**config.mk**
```make
export PLATFORM = sky130hd
export DESIGN_NAME = wlts_regs
export DESIGN_NICKNAME = d
export VERILOG_FILES = /design/src/include/wlts_pkg.sv /design/src/rtl/wlts_regs.sv
export VERILOG_INCLUDE_DIRS = /design/src /design/src/include
export SDC_FILE = /design/constraint.sdc
export NUM_CORES = 1
export LEC_CHECK = 0
export BUFFER_PORTS_ARGS = -buffer_cell sky130_fd_sc_hd__clkbuf_2
export CORE_MARGIN = 5
export CORE_UTILIZATION = 55
export DETAILED_ROUTE_END_ITERATION = 8
export PLACE_DENSITY = 0.81
export SYNTH_ARGS = -nofsm -noshare
export SYNTH_HDL_FRONTEND = slang
export SYNTH_SLANG_ARGS = --single-unit
```
**constraint.sdc**
```tcl
create_clock -name sys_clk_in -period 3.4 [get_ports sys_clk_in]
set_clock_uncertainty 0.2 [all_clocks]
set_input_delay 0.17 -clock sys_clk_in [delete_from_list [all_inputs] [get_ports sys_clk_in]]
set_output_delay 0.17 -clock sys_clk_in [all_outputs]
set_load 0.02 [all_outputs]
```
**src/include/wlts_defs.svh**
```systemverilog
// register offsets, field positions, reset values and the soft reset key for the wiper lock/terminal/sync bank
`ifndef WLTS_DEFS_SVH
`define WLTS_DEFS_SVH

`define WLTS_ADDR_VWIPER0   5'h00
`define WLTS_ADDR_VWIPER1   5'h01
`define WLTS_ADDR_NVWIPER0  5'h02
`define WLTS_ADDR_NVWIPER1  5'h03
`define WLTS_ADDR_GPDATA0   5'h04
`define WLTS_ADDR_GPDATA1   5'h05
`define WLTS_ADDR_GPDATA2   5'h06
`define WLTS_ADDR_STATUS    5'h08
`define WLTS_ADDR_LOCK      5'h09
`define WLTS_ADDR_TERM      5'h0a
`define WLTS_ADDR_SYNC      5'h0b
`define WLTS_ADDR_RESET     5'h0d

`define WLTS_LOCK_V_BIT     0
`define WLTS_LOCK_NV_BIT    1
`define WLTS_SYNC_WR_BIT    0
`define WLTS_SYNC_ID_BIT    1
`define WLTS_SYNC_LAT_BIT   2
`define WLTS_STAT_COMMAND_ERROR_FLAG_BIT 4

`define WLTS_LOCK_RESET     2'h0
`define WLTS_TERM_RESET     6'h00
`define WLTS_SYNC_RESET     3'h0
`define WLTS_WIPER_RESET    10'h200
`define WLTS_SOFT_RESET_KEY 8'ha5

`endif

```
**src/include/wlts_pkg.sv**
```systemverilog
// types shared by the wiper lock/terminal/sync bank
package wlts_pkg;
  typedef enum logic [1:0] {
    WLTS_CMD_WRITE = 2'b00,
    WLTS_CMD_INC   = 2'b01,
    WLTS_CMD_DEC   = 2'b10,
    WLTS_CMD_READ  = 2'b11
  } wlts_cmd_t;

  typedef struct packed {
    logic        valid;
    wlts_cmd_t   cmd;
    logic [4:0]  addr;
    logic [15:0] data;
  } wlts_req_t;

  typedef struct packed {
    logic        done;
    logic        ack;
    logic [15:0] rdata;
  } wlts_rsp_t;

  typedef struct packed {
    logic [9:0] ch1;
    logic [9:0] ch0;
  } wlts_wipers_t;
endpackage

```
**src/rtl/wlts_regs.sv**
```systemverilog
// lock, terminal connect and wiper sync register bank with volatile wipers and ladder latch
//
// request side
//   one request per valid cycle, no back-pressure
//   answer one cycle later on rsp_out: done, ack, read data
//   read data holds until the next accepted read
//
// address map as seen on req_in.addr
//   00h, 01h volatile wipers
//   02h..06h nonvolatile wipers and general data, kept outside
//   08h status, only the error bit lives here
//   09h lock, 0ah terminal control, 0bh sync, 0dh reset key
//
// refusal
//   one legality decision feeds both the spi error flag and the i2c ack
//   a refused request changes no addressed register and raises no strobe
//   spi mode only: the error flag is set the edge after the refusal
//
// wipers and ladders
//   wiper registers hold what the host wrote or stepped
//   ladder outputs copy the wipers one cycle later while latch hold is clear
//   while latch hold is set the ladders keep their last position
//   steps saturate at zero and full scale, never wrap
//
// resets
//   rstn_in resets everything, wipers and ladders to 200h and the rest to zero, sampled on the clock
//   the soft reset strobe clears terminals and sync and sets wipers and ladders to 200h
//   lock bits and the error flag survive a soft reset
//
// outputs
//   lock bits and terminal bits come straight from their registers
//   disconnect outputs are high while a terminal is cut from its ladder
//   soft_reset_out is a one-cycle pulse for the rest of the device
//   nv_write_out is a one-cycle pulse toward the nonvolatile store
//
// timing
//   every addressed register updates on the edge that takes the request
//   a read in the cycle after a write returns the new value
//   ladders settle two edges after the request that moved the wiper
//
// limitations
//   the nonvolatile store must take its write strobe in one cycle
//   no busy indication from the store is modelled
//   spi_mode_in is taken as a level and may change between requests
//   status bits other than the error flag read as zero
//
// Contract
// - lock register takes only write and read; other commands flag error or nack
// - while a lock bit is set, writes leave protected registers unchanged
// - commands altering a locked register flag error in spi, nack in i2c
// - nonvolatile lock bit 1 protects both nv wipers and three gp registers
// - volatile lock bit 0 protects both volatile wipers and terminal control
// - lock register bits 15 to 2 read as zero
// - terminal control at 0ah, bits 5..3 channel 1, bits 2..0 channel 0
// - terminal bit set disconnects its pin, cleared connects it
// - power-on or software reset clears all terminal bits
// - terminal control bits 15 to 6 read as zero
// - reading terminal control returns present switch state
// - increment or decrement to terminal or sync register is an error
// - sync settings act on volatile wipers only
// - sync at 0bh: bit 2 latch hold, bit 1 joint step, bit 0 joint write
// - all sync bits clear: only addressed wiper changes, ladder follows at once; here the ladder follows one cycle later
// - joint step: step both wipers from own values; writes stay single
// - joint write: write loads both wipers; steps stay single
// - latch hold set: ladders frozen until a write clears latch hold
// - latch hold clear: every wiper change reaches ladders at once; here the ladders copy the wipers one cycle later
// - reading sync returns latch hold, joint step, joint write
// - command error flag sticks until status register is read (spi only)
// - writing key a5h to reset register performs a software reset
`timescale 1ns/10ps
`default_nettype none
`include "wlts_defs.svh"

module wlts_regs
  import wlts_pkg::*;
#(
  parameter int WIPER_W = 10
) (
  input  wire logic         sys_clk_in,
  input  wire logic         rstn_in,
  input  wire logic         spi_mode_in,
  input  wire wlts_req_t    req_in,
  output var  wlts_rsp_t    rsp_out,
  output logic              nonvolatile_write_lock_out,
  output logic              volatile_write_lock_out,
  output logic              ch1_term_a_disconnect_out,
  output logic              ch1_term_w_disconnect_out,
  output logic              ch1_term_b_disconnect_out,
  output logic              ch0_term_a_disconnect_out,
  output logic              ch0_term_w_disconnect_out,
  output logic              ch0_term_b_disconnect_out,
  output var  wlts_wipers_t ladder_out,
  output logic              nv_write_out,
  output logic [4:0]        nv_addr_out,
  output logic [WIPER_W-1:0] nv_data_out,
  output logic              command_error_flag_out,
  output logic              soft_reset_out
);

  // stored register state
  logic [1:0]         lock_bits;
  logic [5:0]         terminal_connect_ctrl;
  logic [2:0]         wiper_sync_ctrl;
  logic [WIPER_W-1:0] vwiper0;
  logic [WIPER_W-1:0] vwiper1;
  logic               command_error_flag;
  logic               soft_reset;

  // request decode
  logic               cmd_ok;
  logic               is_wiper;
  logic               nv_target;
  logic               v_target;
  logic               do_write;
  logic               do_step;
  logic [15:0]        next_rdata;

  // saturating one-step move; wipers stop at zero and full scale
  function automatic logic [WIPER_W-1:0] step_wiper(input logic [WIPER_W-1:0] w, input logic up);
    logic [WIPER_W-1:0] r;
    r = w;
    if (up) begin
      if (w != {WIPER_W{1'b1}}) begin
        r = w + 1'b1;
      end
    end else begin
      if (w != '0) begin
        r = w - 1'b1;
      end
    end
    return r;
  endfunction

  // register category decode
  // nonvolatile category spans 02h to 06h
  // volatile category is both wipers plus terminal control
  // lock, sync and status belong to neither, so the lock never locks itself
  always_comb begin
    is_wiper  = (req_in.addr == `WLTS_ADDR_VWIPER0) || (req_in.addr == `WLTS_ADDR_VWIPER1);
    nv_target = (req_in.addr >= `WLTS_ADDR_NVWIPER0) && (req_in.addr <= `WLTS_ADDR_GPDATA2);
    v_target  = is_wiper || (req_in.addr == `WLTS_ADDR_TERM);
  end

  // command legality; one decision covers both spi error and i2c nack
  always_comb begin
    cmd_ok = 1'b1;
    case (req_in.cmd)
      WLTS_CMD_READ: begin
        // reset register is write-only
        cmd_ok = (req_in.addr != `WLTS_ADDR_RESET);
      end
      WLTS_CMD_WRITE: begin
        if (nv_target && lock_bits[`WLTS_LOCK_NV_BIT]) begin
          cmd_ok = 1'b0;
        end
        if (v_target && lock_bits[`WLTS_LOCK_V_BIT]) begin
          cmd_ok = 1'b0;
        end
        // status is read only
        // reset key register takes any value, only the key acts
        if (req_in.addr == `WLTS_ADDR_STATUS) begin
          cmd_ok = 1'b0;
        end
      end
      default: begin
        // no steps on term or sync
        // a step on a locked wiper is also refused
        cmd_ok = is_wiper && !lock_bits[`WLTS_LOCK_V_BIT];
      end
    endcase
  end

  assign do_write = req_in.valid && cmd_ok && (req_in.cmd == WLTS_CMD_WRITE);
  assign do_step  = req_in.valid && cmd_ok && ((req_in.cmd == WLTS_CMD_INC) || (req_in.cmd == WLTS_CMD_DEC));

  // software reset strobe, one cycle, raised by the key only
  always_ff @(posedge sys_clk_in) begin
    if (!rstn_in) begin
      soft_reset <= 1'b0;
    end else begin
      soft_reset <= do_write && (req_in.addr == `WLTS_ADDR_RESET) &&
                    (req_in.data[7:0] == `WLTS_SOFT_RESET_KEY);
    end
  end

  // lock register; soft reset does not unlock, matching reset register scope
  always_ff @(posedge sys_clk_in) begin
    if (!rstn_in) begin
      lock_bits <= `WLTS_LOCK_RESET;
    end else if (do_write && (req_in.addr == `WLTS_ADDR_LOCK)) begin
      lock_bits <= req_in.data[1:0];
    end
  end

  // terminal control
  always_ff @(posedge sys_clk_in) begin
    if (!rstn_in || soft_reset) begin
      terminal_connect_ctrl <= `WLTS_TERM_RESET;
    end else if (do_write && (req_in.addr == `WLTS_ADDR_TERM)) begin
      terminal_connect_ctrl <= req_in.data[5:0];
    end
  end

  // sync control
  always_ff @(posedge sys_clk_in) begin
    if (!rstn_in || soft_reset) begin
      wiper_sync_ctrl <= `WLTS_SYNC_RESET;
    end else if (do_write && (req_in.addr == `WLTS_ADDR_SYNC)) begin
      // latch hold, joint step, joint write
      wiper_sync_ctrl <= req_in.data[2:0];
    end
  end

  // volatile wipers; nv registers live outside, so sync never touches them
  // joint step and joint write bits reach only these two registers
  // a write and a step never meet in one request
  always_ff @(posedge sys_clk_in) begin
    if (!rstn_in || soft_reset) begin
      vwiper0 <= `WLTS_WIPER_RESET;
      vwiper1 <= `WLTS_WIPER_RESET;
    end else if (do_write && is_wiper) begin
      if (wiper_sync_ctrl[`WLTS_SYNC_WR_BIT] || (req_in.addr == `WLTS_ADDR_VWIPER0)) begin
        vwiper0 <= req_in.data[WIPER_W-1:0];
      end
      if (wiper_sync_ctrl[`WLTS_SYNC_WR_BIT] || (req_in.addr == `WLTS_ADDR_VWIPER1)) begin
        vwiper1 <= req_in.data[WIPER_W-1:0];
      end
    end else if (do_step) begin
      if (wiper_sync_ctrl[`WLTS_SYNC_ID_BIT] || (req_in.addr == `WLTS_ADDR_VWIPER0)) begin
        vwiper0 <= step_wiper(vwiper0, req_in.cmd == WLTS_CMD_INC);
      end
      if (wiper_sync_ctrl[`WLTS_SYNC_ID_BIT] || (req_in.addr == `WLTS_ADDR_VWIPER1)) begin
        vwiper1 <= step_wiper(vwiper1, req_in.cmd == WLTS_CMD_INC);
      end
    end
  end

  // ladder positions follow wipers unless held
  always_ff @(posedge sys_clk_in) begin
    if (!rstn_in || soft_reset) begin
      ladder_out <= '{ch1: `WLTS_WIPER_RESET, ch0: `WLTS_WIPER_RESET};
    end else if (!wiper_sync_ctrl[`WLTS_SYNC_LAT_BIT]) begin
      // follow one cycle after the wiper
      // release happens once a write clears latch hold
      ladder_out <= '{ch1: vwiper1, ch0: vwiper0};
    end
  end

  // sticky error flag; a new error in the clearing cycle wins
  // i2c refusals leave the flag alone; the nack alone reports there
  always_ff @(posedge sys_clk_in) begin
    if (!rstn_in) begin
      command_error_flag <= 1'b0;
    end else if (req_in.valid && !cmd_ok && spi_mode_in) begin
      command_error_flag <= 1'b1;
    end else if (req_in.valid && cmd_ok && (req_in.cmd == WLTS_CMD_READ) &&
                 (req_in.addr == `WLTS_ADDR_STATUS)) begin
      command_error_flag <= 1'b0;
    end
  end

  // nv write strobe toward the nonvolatile store
  // strobe stands one cycle; address and data hold until the next accepted nv write
  always_ff @(posedge sys_clk_in) begin
    if (!rstn_in) begin
      nv_write_out <= 1'b0;
      nv_addr_out  <= 5'h00;
      nv_data_out  <= '0;
    end else begin
      nv_write_out <= do_write && nv_target;
      if (do_write && nv_target) begin
        nv_addr_out <= req_in.addr;
        nv_data_out <= req_in.data[WIPER_W-1:0];
      end
    end
  end

  // read mux; unimplemented bits are zero
  // reset register reads are refused earlier; default keeps zero
  always_comb begin
    next_rdata = 16'h0000;
    case (req_in.addr)
      `WLTS_ADDR_VWIPER0: next_rdata[WIPER_W-1:0] = vwiper0;
      `WLTS_ADDR_VWIPER1: next_rdata[WIPER_W-1:0] = vwiper1;
      `WLTS_ADDR_LOCK: next_rdata[1:0] = lock_bits;
      `WLTS_ADDR_TERM: next_rdata[5:0] = terminal_connect_ctrl;
      `WLTS_ADDR_SYNC: next_rdata[2:0] = wiper_sync_ctrl;
      `WLTS_ADDR_STATUS: next_rdata[`WLTS_STAT_COMMAND_ERROR_FLAG_BIT] = command_error_flag && spi_mode_in;
      default: next_rdata = 16'h0000;
    endcase
  end

  // response one cycle after the request
  // done follows every request, accepted or not
  // rdata is left alone on refusal, so a failed read shows stale data
  always_ff @(posedge sys_clk_in) begin
    if (!rstn_in) begin
      rsp_out <= '0;
    end else begin
      rsp_out.done <= req_in.valid;
      rsp_out.ack  <= req_in.valid && cmd_ok;
      if (req_in.valid && cmd_ok && (req_in.cmd == WLTS_CMD_READ)) begin
        rsp_out.rdata <= next_rdata;
      end
    end
  end

  // one disconnect pin per bit
  // bit 5 down to bit 0 map ch1 a, w, b then ch0 a, w, b
  assign {ch1_term_a_disconnect_out, ch1_term_w_disconnect_out, ch1_term_b_disconnect_out,
          ch0_term_a_disconnect_out, ch0_term_w_disconnect_out, ch0_term_b_disconnect_out} = terminal_connect_ctrl;
  assign nonvolatile_write_lock_out = lock_bits[`WLTS_LOCK_NV_BIT];
  assign volatile_write_lock_out    = lock_bits[`WLTS_LOCK_V_BIT];
  assign command_error_flag_out     = command_error_flag;
  assign soft_reset_out             = soft_reset;

endmodule
`default_nettype wire

```
==> results.cfg <==
[synth]
syn_area_sq_mm = 0.00422
synthDistinctLibCells = 52
yosysWarnings = 0
synth.avg_cell_area_sq_um = 8.72
synth-main-ff-cell = dfxtp_1
netlist_instances = 484
synth-edff-count = 0
synthArstFlopShare_pct = 0
synth-seq-area-share_pct = 38.4
ys_ff_latch = 81

[route]
num_vias = 4093
drtIter0Drc = 337
drc = 0
wirelength_um = 11700
routed_via_density = 6.04
dr.pass1.iters = 5
wire_per_inst_um = 17.3
postRouteAntennaNets = 0

[outcome]
status = finished, final reports clean

[timing]
timing.fmax_ghz = 0.351
tightest_slew_ns = 0.700
rsz0062_at_grt = false
setup_violations = 0
finalHoldViolations = 0
finalCritPeriodShare_pct = 83.7
worst_slew_margin_rel_pct = 53.4
min_period_ns = 2.85
setup_tns_ns = 0
drv_slew = 0
fin_ws_ns = 0.553

[global_route]
antenna_found_initial = 0
grt_use_total_pct = 24.9
grt_pass1_vias = 3855
grt_pass1_wl_um = 19500
grt_overflow_total = 0
grt_max_degree = 34

[finish]
seq_area_sq_mm = 0.00162
layout-drive-gt1-share_pct = 19.6
multi_input_area_sq_mm = 0.00241
area_growth_pct = 19.1
diodes = 0
utilization_pct = 66.1
nets = 619
nFillCells = 632

[clock_tree]
cts_setup_buffers = 0
htree_levels = 3
cts-resized-gates = 0
worstSkewPairLatency_ns = 0.37
clockBufferDepth = 2
clk_pin_slew_ns = 0.08
cts_root_buffer = clkbuf_8
tritoncts = done
cts_hold_buf = 17
cts.sinks = 81
numCtsBuffers = 9

[die]
start_util_pct = 55.5
dieArea_sq_mm = 0.00952
core_area_sq_mm = 0.00761
fp.dieH_um = 97.6
die_w_um = 97.6
num_rows = 32
ios = 91

[setup_path]
worstPathArrival_ns = 2.90
crit_fanout = 16
crit_type = input pin to flop
crit_cells = 9
cpLargestDelayFamily = simple AND/OR/NAND/NOR gates
start_kind = input pin
worstPathRequired_ns = 3.45
critPathMaxStageDelay_ns = 0.62
r2r_cells = 7
cp_num_buf_inv = 2
crit_path_cell_trace = dlygate4sd3_1 > clkbuf_2 > nand3_1 > o2111ai_1 > o311ai_1 > a21oi_2 > nand4_2 > mux2i_1 > nor2_1
slowest_stage = nand4_2
endpoint_kind = flop

[place]
port_buffers = 78
gp_congestion = 0.930
dp_slack_ns = 0.577
dp_hpwl_um = 8290

[hold_path]
whs_path_depth = 3
worst_hold_path_type = input pin to flop

[power_and_ir_drop]
ir_worst_vdd_mv = 0.183
cellPowerDensity_mw_per_mm2 = 373
power_leakage_nw = 2.14

[run]
cap_violations = 0
[report_power, final]
| part | internal (mW) | switching (mW) | leakage [nW] | total [mW] |
|---|---|---|---|---|
| registers | 0.957 | 0.00634 | 0.654 | 0.963 |
| logic | 0.0716 | 0.119 | 1.39 | 0.191 |
| clock network | 0.357 | 0.364 | 0.0953 | 0.721 |
[layout make-up]
type | instances | area share (%)
Clock inverter | 5 | 1.10
Timing Repair Buffer | 105 | 12.6
Inverter | 8 | 0.598
Tap cell | 102 | 2.54
Clock buffer | 11 | 2.81
Multi-Input combinational cell | 366 | 48.0
Sequential cell | 81 | 32.3
[worst min-delay path, delay by kind of cell]
family	cells	cell delay (ns)
buffers and inverters	1	0.20
multiplexers	1	0.17
AND/OR/NAND/NOR	1	0.05
[synthesized netlist by cell type, drive strengths merged (2+ instances only)]
master	instances	area share, %
dfxtp	81	38
nor2	70	6.2
mux2i	45	11
nand2	32	2.8
o21ai	28	3.3
a21oi	26	3.2
buf	19	2.8
ha	19	5.6
nand3	18	2.1
clkbuf	15	1.3
a31oi	12	1.8
nor4	9	1.3
inv	8	0.71
nor3	8	0.95
a211oi	7	1.2
a22oi	6	1.1
and2	6	0.89
and3	6	0.89
nand2b	6	0.89
xnor2	6	1.2
a222oi	5	1.2
a311oi	5	1.0
nand4	5	0.89
xor2	5	1.0
nor2b	4	0.59
o211ai	4	0.71
a32oi	3	0.62
nor4b	3	1.3
or3	3	0.44
a21o	2	0.36
a31o	2	0.42
fa	2	0.95
o21bai	2	0.36
o41ai	2	0.59
[state kept, by name (all words and copies together) (netlist names)]
name / flops
lock_bits: 2
command_error_flag_out: 1
vwiper0: 10
nv_addr_out: 5
nv_write_out: 1
ladder_out: 20
wiper_sync_ctrl: 3
vwiper1: 10
nv_data_out: 10
soft_reset_out: 1
terminal_connect_ctrl: 6
rsp_out: 12
[layout by cell type, fill, tap and decap left out, types with 7 or more instances in the layout]
cell type	Yosys	routed
ha_1	19	19
clkbuf_2	0	78
a211oi_1	7	7
dfxtp_1	81	81
nor4_1	9	9
mux2i_1	45	45
o21ai_1	16	16
a31oi_1	12	12
inv_1	7	7
nand2_1	32	32
o21ai_0	12	12
a21oi_1	25	25
nand3_1	18	18
nor3_1	8	8
buf_4	9	10
dlygate4sd3_1	0	17
nor2_1	70	70
clkbuf_8	0	10
[worst paths after layout]
check | start | end | slack [ns]
worst min-delay path | req_in[18] | nv_addr_out[2] | 0.06
worst min register to register | ladder_out[19] | ladder_out[19] | 0.28
worst max-delay path | req_in[16] | nv_data_out[0] | 0.55
worst max register to register | lock_bits[0] | nv_data_out[0] | 0.60
[stage by stage]
step	total power [mW]	area (sq um)	std cells	hold slack, ns
floorplan	1.11	4240	489	0.0917
global placement	1.15	4660	645	0.234
detailed placement	1.16	4660	645	0.240
CTS	1.87	5020	678	0.0365
global route	1.92	5020	678	0.103
finish	1.87	5020	678	0.0590
[per-layer routing]
| layer | GRT usage, % | up-vias | share of wire, % |
|---|---|---|---|
| met4 | 9.90 | 0 | 2.7 |
| met3 | 4.81 | 29 | 7.3 |
| met5 | 0 | - | 0 |
| met1 | 32.8 | 1942 | 42 |
| met2 | 40.1 | 193 | 48 |
| li1 | - | 1929 | - |
[cells by family (layout without fill, tap and decap cells)]
| kind of cell | count (synthesis) | after routing | share of synthesized area, % |
|---|---|---|---|
| adders and majority gates | 21 | 21 | 6.58 |
| other | 1 | 6 | 0.0889 |
| buffers and inverters | 42 | 129 | 4.83 |
| DFF | 81 | 81 | 38.4 |
| AOI/OAI and AO/OA | 111 | 111 | 17.4 |
| and+or+nand+nor | 172 | 172 | 19.7 |
| xor gates and xnor gates | 11 | 11 | 2.28 |
| muxes | 45 | 45 | 10.7 |
Power figures use the tool's default switching activity.
